**src/verilog/pcc_pkg.sv**
```systemverilog
// Package: constants for the core clock control block
package pcc_pkg;
   // ------------------------------------------------------------
   // Register map
   // ------------------------------------------------------------
   localparam logic [11:0] PCC_CTRL_OFS    = 12'h000;
   localparam logic [7:0]  PCC_CTRL_RST    = 8'h03;
   localparam int          PCC_OSC_HALT_B  = 7;
   localparam int          PCC_LOCK_B      = 6;
   localparam int          PCC_RSVD_B      = 5;
   localparam int          PCC_EXT_PIN_B   = 4;
   localparam int          PCC_FAST_IRQ_B  = 3;
   localparam int          PCC_DIV_HI_B    = 2;
   localparam int          PCC_DIV_LO_B    = 0;
   localparam int          PCC_DIV_W       = 3;
   localparam logic [2:0]  PCC_DIV_FULL    = 3'h0;
   localparam logic [2:0]  PCC_DIV_DEFAULT = 3'h3;

   // ------------------------------------------------------------
   // Clocking
   // ------------------------------------------------------------
   localparam int          PCC_XTAL_HZ     = 32768;
   localparam int          PCC_PLL_MULT    = 384;
   localparam int          PCC_PLL_HZ      = PCC_XTAL_HZ * PCC_PLL_MULT;
   localparam int          PCC_DIV_CNT_W   = 7;
   // Cycles after reset release before the synchronised pin level is valid
   localparam logic [1:0]  PCC_PIN_SETTLE  = 2'h3;
endpackage

```
**src/verilog/pcc_core_div.sv**
```systemverilog
// Core clock divider producing a glitch-free one-cycle enable pulse
`timescale 1ns/1ps
module pcc_core_div
   import pcc_pkg::*;
#(
   parameter int CNT_W = PCC_DIV_CNT_W
) (
   // Clock and reset
   input  wire logic                 mclk_i,
   input  wire logic                 rst_i,
   // Requested division code
   input  wire logic [PCC_DIV_W-1:0] div_req_i,
   // Core clock enable and the code in force
   output logic                      core_clk_en_o,
   output logic [PCC_DIV_W-1:0]      div_cur_o
);
   logic [CNT_W-1:0]     cnt_r;
   logic [PCC_DIV_W-1:0] cur_r;
   logic                 en_r;
   logic [CNT_W-1:0]     last;
   logic                 wrap;

   // Period of 2**code cycles of the full-rate clock
   assign last = CNT_W'((1 << cur_r) - 1);
   assign wrap = (cnt_r == last);

   // A new code is taken only at the end of a whole period, so no
   // core cycle is ever cut short or stretched beyond either rate
   always_ff @(posedge mclk_i or posedge rst_i) begin
      if (rst_i) begin
         cnt_r <= '0;
         cur_r <= PCC_DIV_DEFAULT;
      end else if (wrap) begin
         cnt_r <= '0;
         cur_r <= div_req_i;
      end else begin
         cnt_r <= CNT_W'(cnt_r + 1'b1);
      end
   end

   always_ff @(posedge mclk_i or posedge rst_i) begin
      if (rst_i) begin
         en_r <= 1'b0;
      end else begin
         en_r <= wrap;
      end
   end

   assign core_clk_en_o = en_r;
   assign div_cur_o     = cur_r;
endmodule

```
**src/verilog/pcc_top.sv**
```systemverilog
// Top: PLL and core clock control register with APB access
//
// Operation
// - Halt bit set stops oscillator in power-down; clear keeps it running.
// - Running oscillator keeps the interval counter advancing in power-down.
// - Lock flag sets by itself when PLL tracks the crystal.
// - Lock flag clears by itself whenever PLL is not tracking.
// - Pin status bit reads external-access pin level caught at reset; read-only.
// - Fast response bit set: interrupts serviced at full core rate.
// - On interrupt return the core rate reverts to the divider code.
// - Fast response bit clear: interrupts run at the divided rate.
// - Three-bit code divides PLL clock by two to the code.
// - Default divider code is 011, PLL clock over eight.
// - PLL runs at 384 times the crystal, base of all divisions.
// - Control register holds 03 hex after power-on.
//
// Local design decisions: the register addresses and the APB interface to the registers.
`timescale 1ns/1ps
module pcc_top
   import pcc_pkg::*;
(
   // Clock and reset
   input  wire logic        mclk_i,
   input  wire logic        rst_i,
   // APB slave
   input  wire logic        psel_i,
   input  wire logic        penable_i,
   input  wire logic        pwrite_i,
   input  wire logic [11:0] paddr_i,
   input  wire logic [31:0] pwdata_i,
   output logic [31:0]      prdata_o,
   output logic             pready_o,
   output logic             pslverr_o,
   // Pins and analog status
   input  wire logic        external_access_pin_i,
   input  wire logic        pll_tracking_i,
   // Core side
   input  wire logic        power_down_i,
   input  wire logic        irq_in_service_i,
   // Clock outputs
   output logic             osc_enable_o,
   output logic             tic_run_o,
   output logic             core_clk_en_o,
   output logic [2:0]       core_div_cur_o
);
   // ------------------------------------------------------------
   // Register storage
   // ------------------------------------------------------------
   logic                 osc_halt_in_sleep_r;
   logic                 fast_irq_response_r;
   logic [PCC_DIV_W-1:0] core_div_sel_r;
   logic                 pll_lock_r;
   logic                 ext_access_pin_state_r;
   logic                 osc_run_r;

   // ------------------------------------------------------------
   // APB decode
   // ------------------------------------------------------------
   logic                 hit;
   logic                 wr_en;
   logic [7:0]           ctrl_rd;

   // Zero wait states; an unmapped address answers with an error
   assign hit   = (paddr_i == PCC_CTRL_OFS);
   assign wr_en = psel_i & penable_i & pwrite_i & hit;

   always_ff @(posedge mclk_i or posedge rst_i) begin
      if (rst_i) begin
         osc_halt_in_sleep_r <= PCC_CTRL_RST[PCC_OSC_HALT_B];
         fast_irq_response_r <= PCC_CTRL_RST[PCC_FAST_IRQ_B];
         core_div_sel_r      <= PCC_CTRL_RST[PCC_DIV_HI_B:PCC_DIV_LO_B];
      end else if (wr_en) begin
         // Status bits and the reserved bit ignore writes
         osc_halt_in_sleep_r <= pwdata_i[PCC_OSC_HALT_B];
         fast_irq_response_r <= pwdata_i[PCC_FAST_IRQ_B];
         core_div_sel_r      <= pwdata_i[PCC_DIV_HI_B:PCC_DIV_LO_B];
      end
   end

   // Lock bit comes from live status and pin bit from the level caught after reset; power-on value of lock
   // reads 0 until tracking is seen, which is why the reset value is 03
   always_comb begin
      ctrl_rd                                   = '0;
      ctrl_rd[PCC_OSC_HALT_B]                   = osc_halt_in_sleep_r;
      ctrl_rd[PCC_LOCK_B]                       = pll_lock_r;
      ctrl_rd[PCC_RSVD_B]                       = 1'b0;
      ctrl_rd[PCC_EXT_PIN_B]                    = ext_access_pin_state_r;
      ctrl_rd[PCC_FAST_IRQ_B]                   = fast_irq_response_r;
      ctrl_rd[PCC_DIV_HI_B:PCC_DIV_LO_B]        = core_div_sel_r;
   end

   always_ff @(posedge mclk_i or posedge rst_i) begin
      if (rst_i) begin
         prdata_o <= '0;
      end else if (psel_i & ~penable_i & ~pwrite_i) begin
         prdata_o <= hit ? {24'h000000, ctrl_rd} : 32'h00000000;
      end
   end

   assign pready_o  = 1'b1;
   assign pslverr_o = psel_i & penable_i & ~hit;

   // ------------------------------------------------------------
   // Pin synchronisers
   // ------------------------------------------------------------
   logic [2:0] lock_sync_r;
   logic [2:0] pin_sync_r;

   always_ff @(posedge mclk_i or posedge rst_i) begin
      if (rst_i) begin
         lock_sync_r <= '0;
         pin_sync_r  <= '0;
      end else begin
         lock_sync_r <= {lock_sync_r[1:0], pll_tracking_i};
         pin_sync_r  <= {pin_sync_r[1:0], external_access_pin_i};
      end
   end

   // Flag follows tracking in both directions, without software action
   always_ff @(posedge mclk_i or posedge rst_i) begin
      if (rst_i) begin
         pll_lock_r <= 1'b0;
      end else if (lock_sync_r[2] == lock_sync_r[1]) begin
         pll_lock_r <= lock_sync_r[2];
      end
   end

   // ------------------------------------------------------------
   // Pin capture after reset release
   // ------------------------------------------------------------
   // An async reset may not load a port value, so the level is caught
   // once the synchroniser has filled after release
   logic [1:0] settle_r;
   logic       captured_r;

   always_ff @(posedge mclk_i or posedge rst_i) begin
      if (rst_i) begin
         settle_r <= '0;
      end else if (settle_r != PCC_PIN_SETTLE) begin
         settle_r <= 2'(settle_r + 1'b1);
      end
   end

   always_ff @(posedge mclk_i or posedge rst_i) begin
      if (rst_i) begin
         captured_r             <= 1'b0;
         ext_access_pin_state_r <= 1'b0;
      end else if (!captured_r && settle_r == PCC_PIN_SETTLE &&
                   pin_sync_r[2] == pin_sync_r[1]) begin
         captured_r             <= 1'b1;
         ext_access_pin_state_r <= pin_sync_r[2];
      end
   end

   // ------------------------------------------------------------
   // Oscillator and interval counter enable
   // ------------------------------------------------------------
   always_ff @(posedge mclk_i or posedge rst_i) begin
      if (rst_i) begin
         osc_run_r <= 1'b1;
      end else begin
         osc_run_r <= ~(power_down_i & osc_halt_in_sleep_r);
      end
   end

   assign osc_enable_o = osc_run_r;
   // Interval counter is crystal clocked, so it runs whenever the crystal does
   assign tic_run_o    = osc_run_r;

   // ------------------------------------------------------------
   // Core clock selection
   // ------------------------------------------------------------
   logic [PCC_DIV_W-1:0] div_req;

   // Override holds only while an interrupt is in service; leaving it
   // returns to the programmed code, and with the bit clear there is none
   assign div_req = (fast_irq_response_r & irq_in_service_i) ?
                    PCC_DIV_FULL : core_div_sel_r;

   // Full rate is the 384x PLL clock, taken here as mclk_i
   pcc_core_div #(
      .CNT_W         (PCC_DIV_CNT_W)
   ) u_div (
      .mclk_i        (mclk_i),
      .rst_i         (rst_i),
      .div_req_i     (div_req),
      .core_clk_en_o (core_clk_en_o),
      .div_cur_o     (core_div_cur_o)
   );
endmodule
```
**config.mk**
```make
export PLATFORM = sky130hd
export DESIGN_NAME = pcc_top
export DESIGN_NICKNAME = d
export VERILOG_FILES = /design/src/verilog/pcc_pkg.sv /design/src/verilog/pcc_core_div.sv /design/src/verilog/pcc_top.sv
export SDC_FILE = /design/constraint.sdc
export NUM_CORES = 1
export LEC_CHECK = 0
export ABC_AREA = 1
export BUFFER_PORTS_ARGS = -buffer_cell sky130_fd_sc_hd__buf_2
export CORE_MARGIN = 5
export CORE_UTILIZATION = 52
export CTS_BUF_LIST = sky130_fd_sc_hd__clkbuf_8
export DETAILED_ROUTE_END_ITERATION = 8
export GPL_TIMING_DRIVEN = 0
export PLACE_DENSITY = 0.88
export SLEW_MARGIN = 10
export SYNTH_ARGS = -nofsm -noshare
export SYNTH_HDL_FRONTEND = slang
export SYNTH_HIERARCHICAL = 1
export SYNTH_SLANG_ARGS = --single-unit
```
**constraint.sdc**
```tcl
create_clock -name mclk_i -period 2.4 [get_ports mclk_i]
set_clock_uncertainty 0.15 [all_clocks]
set_input_delay 0.48 -clock mclk_i [delete_from_list [all_inputs] [get_ports mclk_i]]
set_output_delay 0.48 -clock mclk_i [all_outputs]
set_load 0.02 [all_outputs]
```
# Word level (Yosys, flattened, before mapping)

Index checks and enable logic that the tools add are counted.

Flip-flop bits (word level): 60
Output and inout port bits: 40
Logic and storage cells: 42
Bits of input ports: 53

Reductions and logical operators: 4
Equality and inequality tests: 5
Bitwise operators: 12
Multiplexer cells: 3
Add/subtract/negate cells: 3
Shift operators: 1

Operators with widths:

| operator                                                            | number |
|---|---|
| 12-bit zero test                                                    | 1 |
| 1-bit bitwise AND                                                   | 8 |
| 8-bit 2-to-1 mux                                                    | 1 |
| 7-bit by 1-bit adder with 7-bit output (second input constant)      | 1 |
| 7-bit == test                                                       | 1 |
| 7-bit 2-to-1 mux                                                    | 1 |
| 1-bit by 3-bit << shifter with 7-bit output (first input constant)  | 1 |
| 7-bit by 2-bit subtractor with 7-bit output (second input constant) | 1 |
| 1-bit inverter                                                      | 4 |
| 3-bit 2-to-1 mux                                                    | 1 |
| 2-bit by 1-bit adder with 2-bit output (second input constant)      | 1 |
| 1-bit == test                                                       | 2 |
| 2-bit == test (second input constant)                               | 1 |
| 1-bit logical AND                                                   | 2 |
| 2-bit inequality test (second input constant)                       | 1 |
| 1-bit zero test                                                     | 1 |

# Logic depth before layout (Yosys ltp)

Gate-level depths: netlist of the first run.

Depth after elaboration: 4
Depth in mapped cells: 11
Mapped depth without buffers: 9

# Hierarchy

Netlist of the first run, hierarchy kept.

Modules (own cells, without submodules):

| module       | cells an instance | sequential area each (um2) | area each (um2) | instances |
|---|---|---|---|---|
| pcc_top      | 125               | 604.3                      | 1236.2          | 1 |
| pcc_core_div | 96                | 277.8                      | 725.7           | 1 |

# Worst setup path before layout of the first run

OpenSTA, ideal clock, no wires.

Path type: input to output
Start: input port paddr_i[3]
End: output port pslverr_o
Path slack: 0.596 ns
Buffers on the path: 1
Stages: 4
Required time: 1.770 ns
Arrival: 1.174 ns
Path through: nor2_1 -> and2_0 -> buf_4 -> a21oi_1

Longest elaborated chain between the ends: 3

Ends and longest elaborated chain:

| item               | RTL line       | RTL |
|---|---|---|
| start: declaration | pcc_top.sv:29  | `input wire logic [11:0] paddr_i,` |
| 12-bit zero test   | pcc_top.sv:64  | `assign hit = (paddr_i == PCC_CTRL_OFS);` |
| 1-bit inverter     | pcc_top.sv:101 | `assign pslverr_o = psel_i & penable_i & ~hit;` |
| 1-bit bitwise AND  | pcc_top.sv:101 |  |
| end: declaration   | pcc_top.sv:33  | `output logic pslverr_o,` |

Every way passes these cells.

# Final worst setup path of the first run

Start: input port paddr_i[1]
End: output port pslverr_o

The elaborated chain is that of the path after synthesis.

==> results by group, run 1 <==
Outcome
  – Status: finished clean

Timing
  – Worst-margin pin slew: 0.839 ns
  – Min Tclk post-route: 1.85 ns
  – Rel. slew slack: 44.0%
  – RSZ-0062 raised after global routing: false
  – Fmax: 0.541 GHz
  – # setup viols final: 0
  – Final Slew Violations: 0
  – Final TNS setup: 0 ns
  – Final hold violation count: 0
  – Part of the cycle the worst path needs: 77.0%

Global routing
  – First-pass GRT wire length: 6140 microns
  – Pin count of the biggest net entering global routing: 25
  – GRT overflow: 0
  – GRT Total Usage: 15.2%
  – Vias in the first global route: 1436
  – Initial antenna violation count: 0

Clocking
  – Clk sinks: 35
  – Clock Tree Root: clkbuf_8
  – Post-CTS Setup Bufs: 0
  – Clk_lat worst skew: 0.28 ns
  – Clock buffer depth: 2
  – Hold buffers post-CTS: 0
  – Clock buffer count from CTS: 5
  – CTS resizes: 0
  – Clk slew on worst S/H paths: 0.07 ns
  – CTS tree: built
  – # H-tree levels: 2

Setup path
  – CP most frequent cell: buf_2
  – Setup crit start kind: primary input
  – Crit-path cells: buf_2 > nor2_1 > nand2_1 > nor2_8 > a21oi_1 > buf_2
  – Arrival @ worst endpoint: 1.22 ns
  – Worst EP required: 1.77 ns
  – Crit-path max FO: 8
  – Crit Path Category: in2out
  – Critical path's slowest cell: nor2_8
  – Crit. End Element: primary output
  – Crit-path max cell delay: 0.18 ns

Place
  – Detailed Place HPWL: 2860 microns
  – IO buf count: 39
  – Global placer's final weighted congestion: 0.887
  – Placed cells: 332

Routing
  – TritonRoute pass-1 iters: 4
  – Via count: 1509
  – Avg Vias per Cell: 4.44
  – Post-route ant nets: 0
  – WL final: 3640 microns
  – DRC: 0
  – Wirelength per Cell: 10.7 microns
  – 1st-iter DRT viols: 93

Synth
  – Synth Flop Type: dfrtp_1
  – Cell Area, Synth: 1960 sq um
  – Top-area cell type share of the netlist area: 38.3%
  – Post-Syn Instances: 221
  – Synthesized flop and latch total: 35
  – Seq/Total Area, Yosys: 45.0%
  – Number of enable flip-flop cells after synthesis: 0
  – Distinct cell type count after synthesis: 30
  – Top cells by area, synth: dfrtp_1 (38%), buf_4 (11%), nand2_1 (10%)
  – Count leader, synth: nand2_1
  – Synth area leader: dfrtp_1
  – Avg Synthesized Cell Area: 8.88 sq um
  – Ys Warns: 6
  – Top post-synthesis cells by count: nand2_1 (54), dfrtp_1 (30), buf_4 (28), inv_1 (27)
  – Post-synth ARST share: 100%

Layout
  – Final cell count without fillers: 340
  – # diodes: 0
  – Layout cells sized above 1: 38.0%
  – Area of the multi-input gates: 821 sq um
  – Finished Core Util: 66.1%
  – Final nets: 346
  – Register area: 882 sq um
  – Fillers: 300
  – Synth-to-layout area growth: 23.3%

Floorplanning
  – Die Ht: 71.4 microns
  – IO Count: 93
  – Die area: 5100 sq um
  – Core Region: 3660 sq um
  – Chip Width: 71.4 microns
  – Rows: 22
  – Starting density of the core: 53.6%

Power
  – VDD IR-drop max: 0.000266 V
  – P per Cell Area: 524 nW/um^2
  – Leakage: 0.00139 uW

Flow run
  – Max cap viols: 0

Worst hold path
  – Hold Path Class: in2async
==> worst max-delay path: cells and delay by family <==
| family | cells | cell delay [ns] |
|---|---|---|
| buffers and inverters | 2 | 0.25 |
| AND/OR/NAND/NOR | 3 | 0.40 |
| AO/OA/AOI/OAI | 1 | 0.08 |
==> flip-flops by register name (all words and copies together) (netlist names) <==
signal                  cells
u_div/cnt_r                 7
fast_irq_response_r         1
lock_sync_r                 3
osc_halt_in_sleep_r         1
pll_lock_r                  1
captured_r                  1
u_div/core_clk_en_o         1
ext_access_pin_state_r      1
osc_enable_o                1
u_div/div_cur_o             3
prdata_o                    7
pin_sync_r                  3
settle_r                    2
core_div_sel_r              3
==> per-layer routing <==
metal,global-route usage [%],vias up,share of wire [%]
li1,-,771,-
met1,17.8,671,41
met2,25.9,63,50
met3,5.05,4,8.8
met4,5.43,0,0.60
met5,0,-,0
==> metrics by stage <==
stage	area (sq um)	power [uW]	hold WS (ns)	setup WS (ns)
2_1_floorplan	2050	729	0.181	0.596
3_3_place_gp	2310	758	0.185	0.554
3_5_place_dp	2310	761	0.186	0.543
4_1_cts	2420	1280	0.0407	0.541
5_1_grt	2420	1320	0.0788	0.491
6_report	2420	1270	0.0402	0.553
==> placed cells by master, fill, tap and decap left out, types with 8 or more instances in the layout <==
master,instances
buf_2,39
buf_4,28
conb_1,26
dfrtp_1,30
inv_1,27
nand2_1,54
nand2_2,8
nand3_1,9
nand4_1,9
==> power breakdown <==
group / total (uW) / switching [uW] / internal (uW)
Sequential: 616 / 8.06 / 608
Clock: 517 / 209 / 309
Combinational: 134 / 79.2 / 55.1
==> worst paths after layout <==
path	start	end	slack (ns)	cells after the start
worst max-delay path	paddr_i[1]	pslverr_o	0.55	6
worst min-delay path	rst_i	u_div/cnt_r[6]$_DFF_PP0_	0.04	2
worst max register to register	u_div/div_cur_o[1]$_DFFE_PP1N_	u_div/cnt_r[0]$_DFF_PP0_	0.68	9
worst min register to register	lock_sync_r[0]$_DFF_PP0_	lock_sync_r[1]$_DFF_PP0_	0.20	0
max in group asynchronous	rst_i	fast_irq_response_r$_DFFE_PP0P_	1.36	2
min in group mclk_i	pll_tracking_i	lock_sync_r[0]$_DFF_PP0_	0.15	1
==> cell type report <==
cell class / count / share of cell area, %
repair buffers: 39 / 8.07
plain buffers: 31 / 10.1
inverters: 28 / 4.34
clock buffers: 5 / 2.84
clock inverters: 3 / 1.81
well taps: 48 / 2.48
multi-input cells: 151 / 33.9
flip-flops and latches: 35 / 36.5
==> cell families (layout without fill, tap and decap cells) <==
kind of cell | after synthesis | after routing | share of synthesized area, %
buf+inv | 59 | 106 | 17.8
mux | 1 | 1 | 0.574
compound gates | 13 | 13 | 5.17
simple gates | 101 | 101 | 26.2
other cells | 2 | 26 | 0.383
fa+ha+maj | 3 | 3 | 1.79
xor+xnor | 7 | 7 | 3.13
flops | 35 | 35 | 45.0
Power figures use the tool's default switching activity.
==> run 2, diff against run 1 <==
- ABC_AREA: 1 -> 0
- CORE_UTILIZATION: 52 -> 42
- PLACE_DENSITY: 0.88 -> 0.78
- clock period: 2.4 -> 1.5 ns (I/O delays scaled with it)
==> run 2 against run 1 <==
  * The run now ends with setup timing left
  * Final cell count is 7.4% lower
  * Register-to-register slack got worse by 1.2 ns
  * First-iteration DRC count fell by 70%
  * Highest routed layer unchanged
  * Clock power grew 43%
  * Synthesized cell count shrank 24%
  * Critical path type is now reg2reg
  * Worst setup slack worse by 1.1 ns
  * Via count down 6.4%
  * Clock-buffer cell count grew 2
==> results by group, run 2 <==
Outcome
  – Status: finished, violations left
  – Failing checks: setup timing

Layout
  – Commonest non-fill, non-tap cells in the layout: buf_4 (45), buf_2 (32), dfrtp_1 (30), conb_1 (26), nand2_1 (20)
  – Largest regs: prdata_o x7, u_div/cnt_r x7
  – # diodes: 0
  – Layout cells sized above 1: 47.5%
  – Finished Core Util: 60.1%
  – Final nets: 317
  – Commonest non-fill, non-tap cell in the layout: buf_4
  – Synth-to-layout area growth: 40.8%

Place
  – Global placer's final weighted congestion: 0.814
  – IO buf count: 39
  – Detailed Place HPWL: 2450 microns

Setup path
  – Crit-path cells: buf_6 > and3_4 > o31ai_2 > a21boi_2 > nor4_2 > buf_4 > buf_6 > mux2_4
  – Setup crit start kind: register
  – Critical path depth: 8
  – CP Launch Point: u_div/div_cur_o[1]$_DFFE_PP1N_
  – Crit. End Element: register
  – Worst EP required: 1.52 ns
  – Crit Path Category: reg2reg
  – CP most frequent cell: buf_6
  – Crit path buf inv count: 3
  – Crit path capture: u_div/div_cur_o[2]$_DFFE_PP0N_
  – Crit-path max FO: 5
  – Critical path's slowest cell: dfstp_2
  – CP top delay family: simple AND/OR/NAND/NOR gates
  – Crit-path max cell delay: 0.38 ns
  – Arrival @ worst endpoint: 2.09 ns
  – R2R depth: 8
  – R2R Setup Slk: -0.56 ns
  – Reg-to-Reg End: u_div/div_cur_o[2]$_DFFE_PP0N_
  – RR Startpoint: u_div/div_cur_o[1]$_DFFE_PP1N_

Routing
  – Via count: 1413
  – Post-route ant nets: 0
  – TritonRoute pass-1 iters: 4
  – Wirelength per Cell: 12.2 microns
  – WL final: 3830 microns
  – Avg Vias per Cell: 4.49
  – DRC: 0
  – 1st-iter DRT viols: 28

Timing
  – Fmax: 0.485 GHz
  – Final hold violation count: 0
  – RSZ-0062 raised after global routing: true
  – Final TNS setup: -5.54 ns
  – Final Slew Violations: 0
  – Min Tclk post-route: 2.06 ns
  – Part of the cycle the worst path needs: 137%
  – Final WS setup: -0.561 ns
  – Worst-margin pin slew: 0.881 ns
  – # setup viols final: 13
  – Rel. slew slack: 41.2%

Synth
  – Post-Syn Instances: 169
  – Seq/Total Area, Yosys: 48.5%
  – Synth area leader: dfrtp_1
  – Top-area cell type share of the netlist area: 41.2%
  – Cell Area, Synth: 1820 sq um
  – Synth Flop Type: dfrtp_1
  – Top cells by area, synth: dfrtp_1 (41%), buf_4 (11%), dfstp_2 (7.2%)
  – Count leader, synth: dfrtp_1
  – Post-synth ARST share: 100%
  – Synthesized flop and latch total: 35
  – Ys Warns: 6
  – Number of enable flip-flop cells after synthesis: 0
  – Top post-synthesis cells by count: dfrtp_1 (30), buf_4 (27), nand2_1 (20), nor2_1 (10), o21ai_0 (8)
  – Distinct cell type count after synthesis: 38
  – Avg Synthesized Cell Area: 10.8 sq um

Power
  – P per Cell Area: 840 nW/um^2
  – Reg power frac: 46.6%
  – Clock power frac: 34.3%
  – Leakage: 0.00130 uW
  – Power Internal: 1590 uW
  – Logic pwr share: 19.1%
  – VDD IR-drop max: 0.000740 V
  – Net Sw Power: 559 uW
  – Switching Fraction: 26.0%

Global routing
  – Busiest layer in global routing: met2
  – Pin count of the biggest net entering global routing: 25
  – Initial antenna violation count: 0
  – First-pass GRT wire length: 5950 microns
  – GRT overflow: 0
  – Met1 GRT Util: 16.7%
  – Vias in the first global route: 1340
  – Met3 GRT Util: 5.15%
  – GRT Total Usage: 13.9%
  – Grt met2 use: 22.8%

Floorplanning
  – Rows: 24
  – Starting density of the core: 42.7%
  – Die area: 5750 sq um
  – Core Region: 4260 sq um
  – IO Count: 93
  – Chip Width: 75.8 microns
  – Die Ht: 75.8 microns

Clocking
  – CTS tree: built
  – Clk slew on worst S/H paths: 0.07 ns
  – Clk_lat worst skew: 0.28 ns
  – Clock buffer count from CTS: 5
  – Clock Tree Root: clkbuf_8
  – Clk sinks: 35
  – Clock buffer depth: 2
  – # H-tree levels: 2

Flow run
  – Max cap viols: 0

Worst hold path
  – Hold Path Class: in2async
run 2: cell types whose count changed in the layout (fill, tap and decap cells not counted), moves of 6 or more:
cell | previous run | this run
buf_2 | 39 | 32
buf_4 | 28 | 45
buf_6 | 3 | 12
inv_1 | 27 | 6
nand2_1 | 54 | 20
nand2_2 | 8 | 0
nand3_1 | 9 | 3
nand4_1 | 9 | 1
o21ai_0 | 1 | 8
o21ai_2 | 7 | 0
run 2: power groups by stage:
| stage | registers (uW) | logic [uW] | clock network, uW |
|---|---|---|---|
| CTS | 999 | 384 | 751 |
| global placement | 1020 | 327 | 0 |
| floorplan | 1020 | 241 | 0 |
| global route | 1010 | 448 | 794 |
| detailed placement | 1020 | 330 | 0 |
| finish | 1000 | 412 | 738 |
run 2: what timing repair did:
item,4_1_cts,5_1_grt
hold buffers,4,0
buffers inserted,13,8
pin swaps,9,7
endpoints found under the setup margin,15,15
endpoints found under the hold margin,12,0
resized for setup,15,9
cloned,0,0
run 2: logic make-up after synthesis:
| family | share of synthesized area, % |
|---|---|
| xor gates and xnor gates | 3.37 |
| buffers and inverters | 14.4 |
| other | 0.413 |
| DFF | 48.5 |
| muxes | 5.98 |
| and+or+nand+nor | 19.0 |
| AOI/OAI and AO/OA | 5.91 |
| adders and majority gates | 2.47 |
run 2: how the worst min path moves through the flow:
stage / start / endpoint / slack [ns] / cells after the start
3_3_place_gp: rst_i / u_div/core_clk_en_o$_DFF_PP0_ / 0.16 / 2
4_1_cts: rst_i / settle_r[0]$_DFFE_PP0P_ / 0.08 / 2
3_5_place_dp: rst_i / u_div/core_clk_en_o$_DFF_PP0_ / 0.17 / 2
2_1_floorplan: rst_i / u_div/cnt_r[0]$_DFF_PP0_ / 0.001 / 1
6_report: rst_i / settle_r[0]$_DFFE_PP0P_ / 0.05 / 2
5_1_grt: pwdata_i[1] / core_div_sel_r[1]$_DFFE_PP1P_ / 0.07 / 2
run 2: stage by stage:
step	worst slack [ns]	instance area (sq um)	power [uW]	hold WS [ns]	std cells
after floorplan	-0.536	1930	1260	0.00101	193
after detailed placement	-0.624	2190	1350	0.174	284
final	-0.561	2560	2150	0.0471	315
after global routing	-0.633	2560	2250	0.0729	315
after CTS	-0.579	2480	2130	0.0766	309
after global placement	-0.600	2190	1340	0.160	284
run 2: layout make-up:
class                   count  area (sq um)
well taps                  52          65.1
fillers                   370          1700
inverters                   6          22.5
multi-input cells         120           816
flip-flops and latches     35           882
clock inverters             1          3.75
clock buffers               7          96.3
plain buffers              30           226
repair buffers             64           450
run 2: per-layer routing:
layer	up-vias	share of wire, %
met5	-	0
met4	0	1.5
met3	7	8.3
met2	43	53
met1	665	37
li1	698	-
==> run 3, diff against run 2 <==
- PLACE_DENSITY: 0.78 -> unset
- PLACE_DENSITY_LB_ADDON: unset -> 0.3
==> run 3 against run 2 <==
  * Non-clock buffer count did not move
  * Worst setup slack improved by 0.027 ns
  * Combinational power down 5.3%
  * Clock-buffer cell count fell by 2
  * The run still ends with setup timing left
  * Core utilization shrank 0.65 points
  * Routed wire length about the same
  * Final cell count unchanged
  * Sequential share of layout area rose by 0.37 points
==> results by group, run 3 (same netlist as run 2, synthesis figures left out) <==
Outcome
  – Status: finished, violations left
  – Failing checks: setup timing

Clocking
  – Clk sinks: 35
  – CTS tree: built
  – Clk_lat worst skew: 0.29 ns
  – Clk slew on worst S/H paths: 0.07 ns
  – Clock buffer depth: 2
  – # H-tree levels: 2
  – Clock buffer count from CTS: 5
  – Clock Tree Root: clkbuf_8

Setup path
  – Reg-to-Reg End: u_div/div_cur_o[2]$_DFFE_PP0N_
  – Crit. End Element: register
  – R2R Setup Slk: -0.53 ns
  – Crit path buf inv count: 2
  – CP most frequent cell: buf_6
  – R2R depth: 7
  – RR Startpoint: u_div/div_cur_o[1]$_DFFE_PP1N_
  – Critical path's slowest cell: dfstp_2
  – CP Launch Point: u_div/div_cur_o[1]$_DFFE_PP1N_
  – Setup crit start kind: register
  – Worst EP required: 1.53 ns
  – Arrival @ worst endpoint: 2.06 ns
  – Crit Path Category: reg2reg
  – CP top delay family: simple AND/OR/NAND/NOR gates
  – Crit-path cells: buf_6 > and3_4 > o31ai_2 > a21boi_1 > nor4_2 > buf_6 > mux2_4
  – Crit-path max FO: 5
  – Crit-path max cell delay: 0.37 ns

Power
  – Power Internal: 1480 uW
  – Net Sw Power: 548 uW
  – Power, Total: 2030 uW
  – Leakage: 0.00129 uW
  – Switching Fraction: 27.1%
  – Clock power frac: 31.2%
  – VDD IR-drop max: 0.000601 V
  – Logic pwr share: 19.3%
  – Reg power frac: 49.5%
  – P per Cell Area: 799 nW/um^2

Floorplanning
  – Rows: 24
  – Chip Width: 75.8 microns
  – Core Region: 4260 sq um
  – Die Ht: 75.8 microns
  – Die area: 5750 sq um
  – IO Count: 93
  – Starting density of the core: 42.7%

Worst hold path
  – Hold Path Class: in2async

Timing
  – Part of the cycle the worst path needs: 136%
  – Final WS setup: -0.534 ns
  – Final TNS setup: -5.22 ns
  – Rel. slew slack: 41.9%
  – Fmax: 0.492 GHz
  – RSZ-0062 raised after global routing: true
  – Final hold violation count: 0
  – Final Slew Violations: 0
  – Min Tclk post-route: 2.03 ns
  – Worst-margin pin slew: 0.870 ns
  – # setup viols final: 13
  – Worst hold slack: 0.0464 ns

Routing
  – Avg Vias per Cell: 4.37
  – TritonRoute pass-1 iters: 4
  – DRC: 0
  – WL final: 3830 microns
  – Post-route ant nets: 0
  – Via count: 1375
  – 1st-iter DRT viols: 40
  – Wirelength per Cell: 12.2 microns

Global routing
  – First-pass GRT wire length: 5900 microns
  – Initial antenna violation count: 0
  – GRT overflow: 0
  – GRT Total Usage: 13.9%
  – Pin count of the biggest net entering global routing: 25
  – Vias in the first global route: 1279

Place
  – Detailed Place HPWL: 2490 microns
  – Place WS: -0.614 ns
  – IO buf count: 39
  – Global placer's final weighted congestion: 0.779
  – Cell Area, Placed: 2190 sq um

Layout
  – Largest regs: prdata_o x7, u_div/cnt_r x7
  – Layout cells sized above 1: 47.1%
  – # diodes: 0
  – Commonest non-fill, non-tap cell in the layout: buf_4
  – Commonest non-fill, non-tap cells in the layout: buf_4 (45), buf_2 (33), dfrtp_1 (30), conb_1 (26), nand2_1 (20)
  – Final instance area: 2530 sq um
  – Final nets: 317
  – Synth-to-layout area growth: 39.2%

Flow run
  – Max cap viols: 0
-- run 3: cell count changes in the layout (fill, tap and decap cells not counted), sizes merged --
cell    delta
clkinv     +1
clkbuf     -2
inv        +1
-- run 3: how the worst max path moves through the flow --
stage / slack (ns) / end / cells after the start
after floorplan: -0.54 / u_div/div_cur_o[2]$_DFFE_PP0N_ / 6
after global placement: -0.60 / u_div/div_cur_o[2]$_DFFE_PP0N_ / 6
after detailed placement: -0.61 / u_div/div_cur_o[2]$_DFFE_PP0N_ / 6
after CTS: -0.55 / u_div/div_cur_o[2]$_DFFE_PP0N_ / 7
after global routing: -0.64 / u_div/div_cur_o[2]$_DFFE_PP0N_ / 7
final: -0.53 / u_div/div_cur_o[2]$_DFFE_PP0N_ / 7
-- run 3: what timing repair did --
action	4_1_cts	5_1_grt
pin swaps	9	7
buffers inserted	13	7
hold endpoints to repair	12	0
resized for setup	14	5
endpoints found under the setup margin	15	19
hold buffers	4	0
-- run 3: worst register-to-register path, stage by stage (launching register included) --
cell and delay, ns:
dfstp_2 0.37, buf_6 0.12, and3_4 0.17, o31ai_2 0.20
a21boi_1 0.11, nor4_2 0.36, buf_6 0.16, mux2_4 0.28
-- run 3: power groups by stage --
stage	clock, uW	sequential [uW]	combinational (uW)
detailed placement	0	1020	331
floorplan	0	1020	241
CTS	656	1000	387
finish	632	1000	390
global placement	0	1020	328
global route	706	1010	431
-- run 3: area by class of cell --
type	count	area [sq um]
fillers	366	1730
flip-flops and latches	35	882
repair buffers	63	433
inverters	6	22.5
clock inverters	3	12.5
plain buffers	31	238
multi-input cells	120	813
well taps	52	65.1
clock buffers	5	68.8
-- run 3: per-stage QoR --
| stage | util (%) | std cells |
|---|---|---|
| 2_1_floorplan | - | 193 |
| 3_3_place_gp | 51.3 | 284 |
| 3_5_place_dp | 51.3 | 284 |
| 4_1_cts | 57.9 | 309 |
| 5_1_grt | 59.4 | 315 |
| 6_report | 59.4 | 315 |
-- run 3: routing by layer --
layer / vias up / track usage (%) / share of wire [%]
met1: 637 / 16.6 / 38
met3: 6 / 5.01 / 6.2
met4: 0 / 4.66 / 1.4
li1: 694 / - / -
met5: - / 0 / 0
met2: 38 / 23.3 / 54
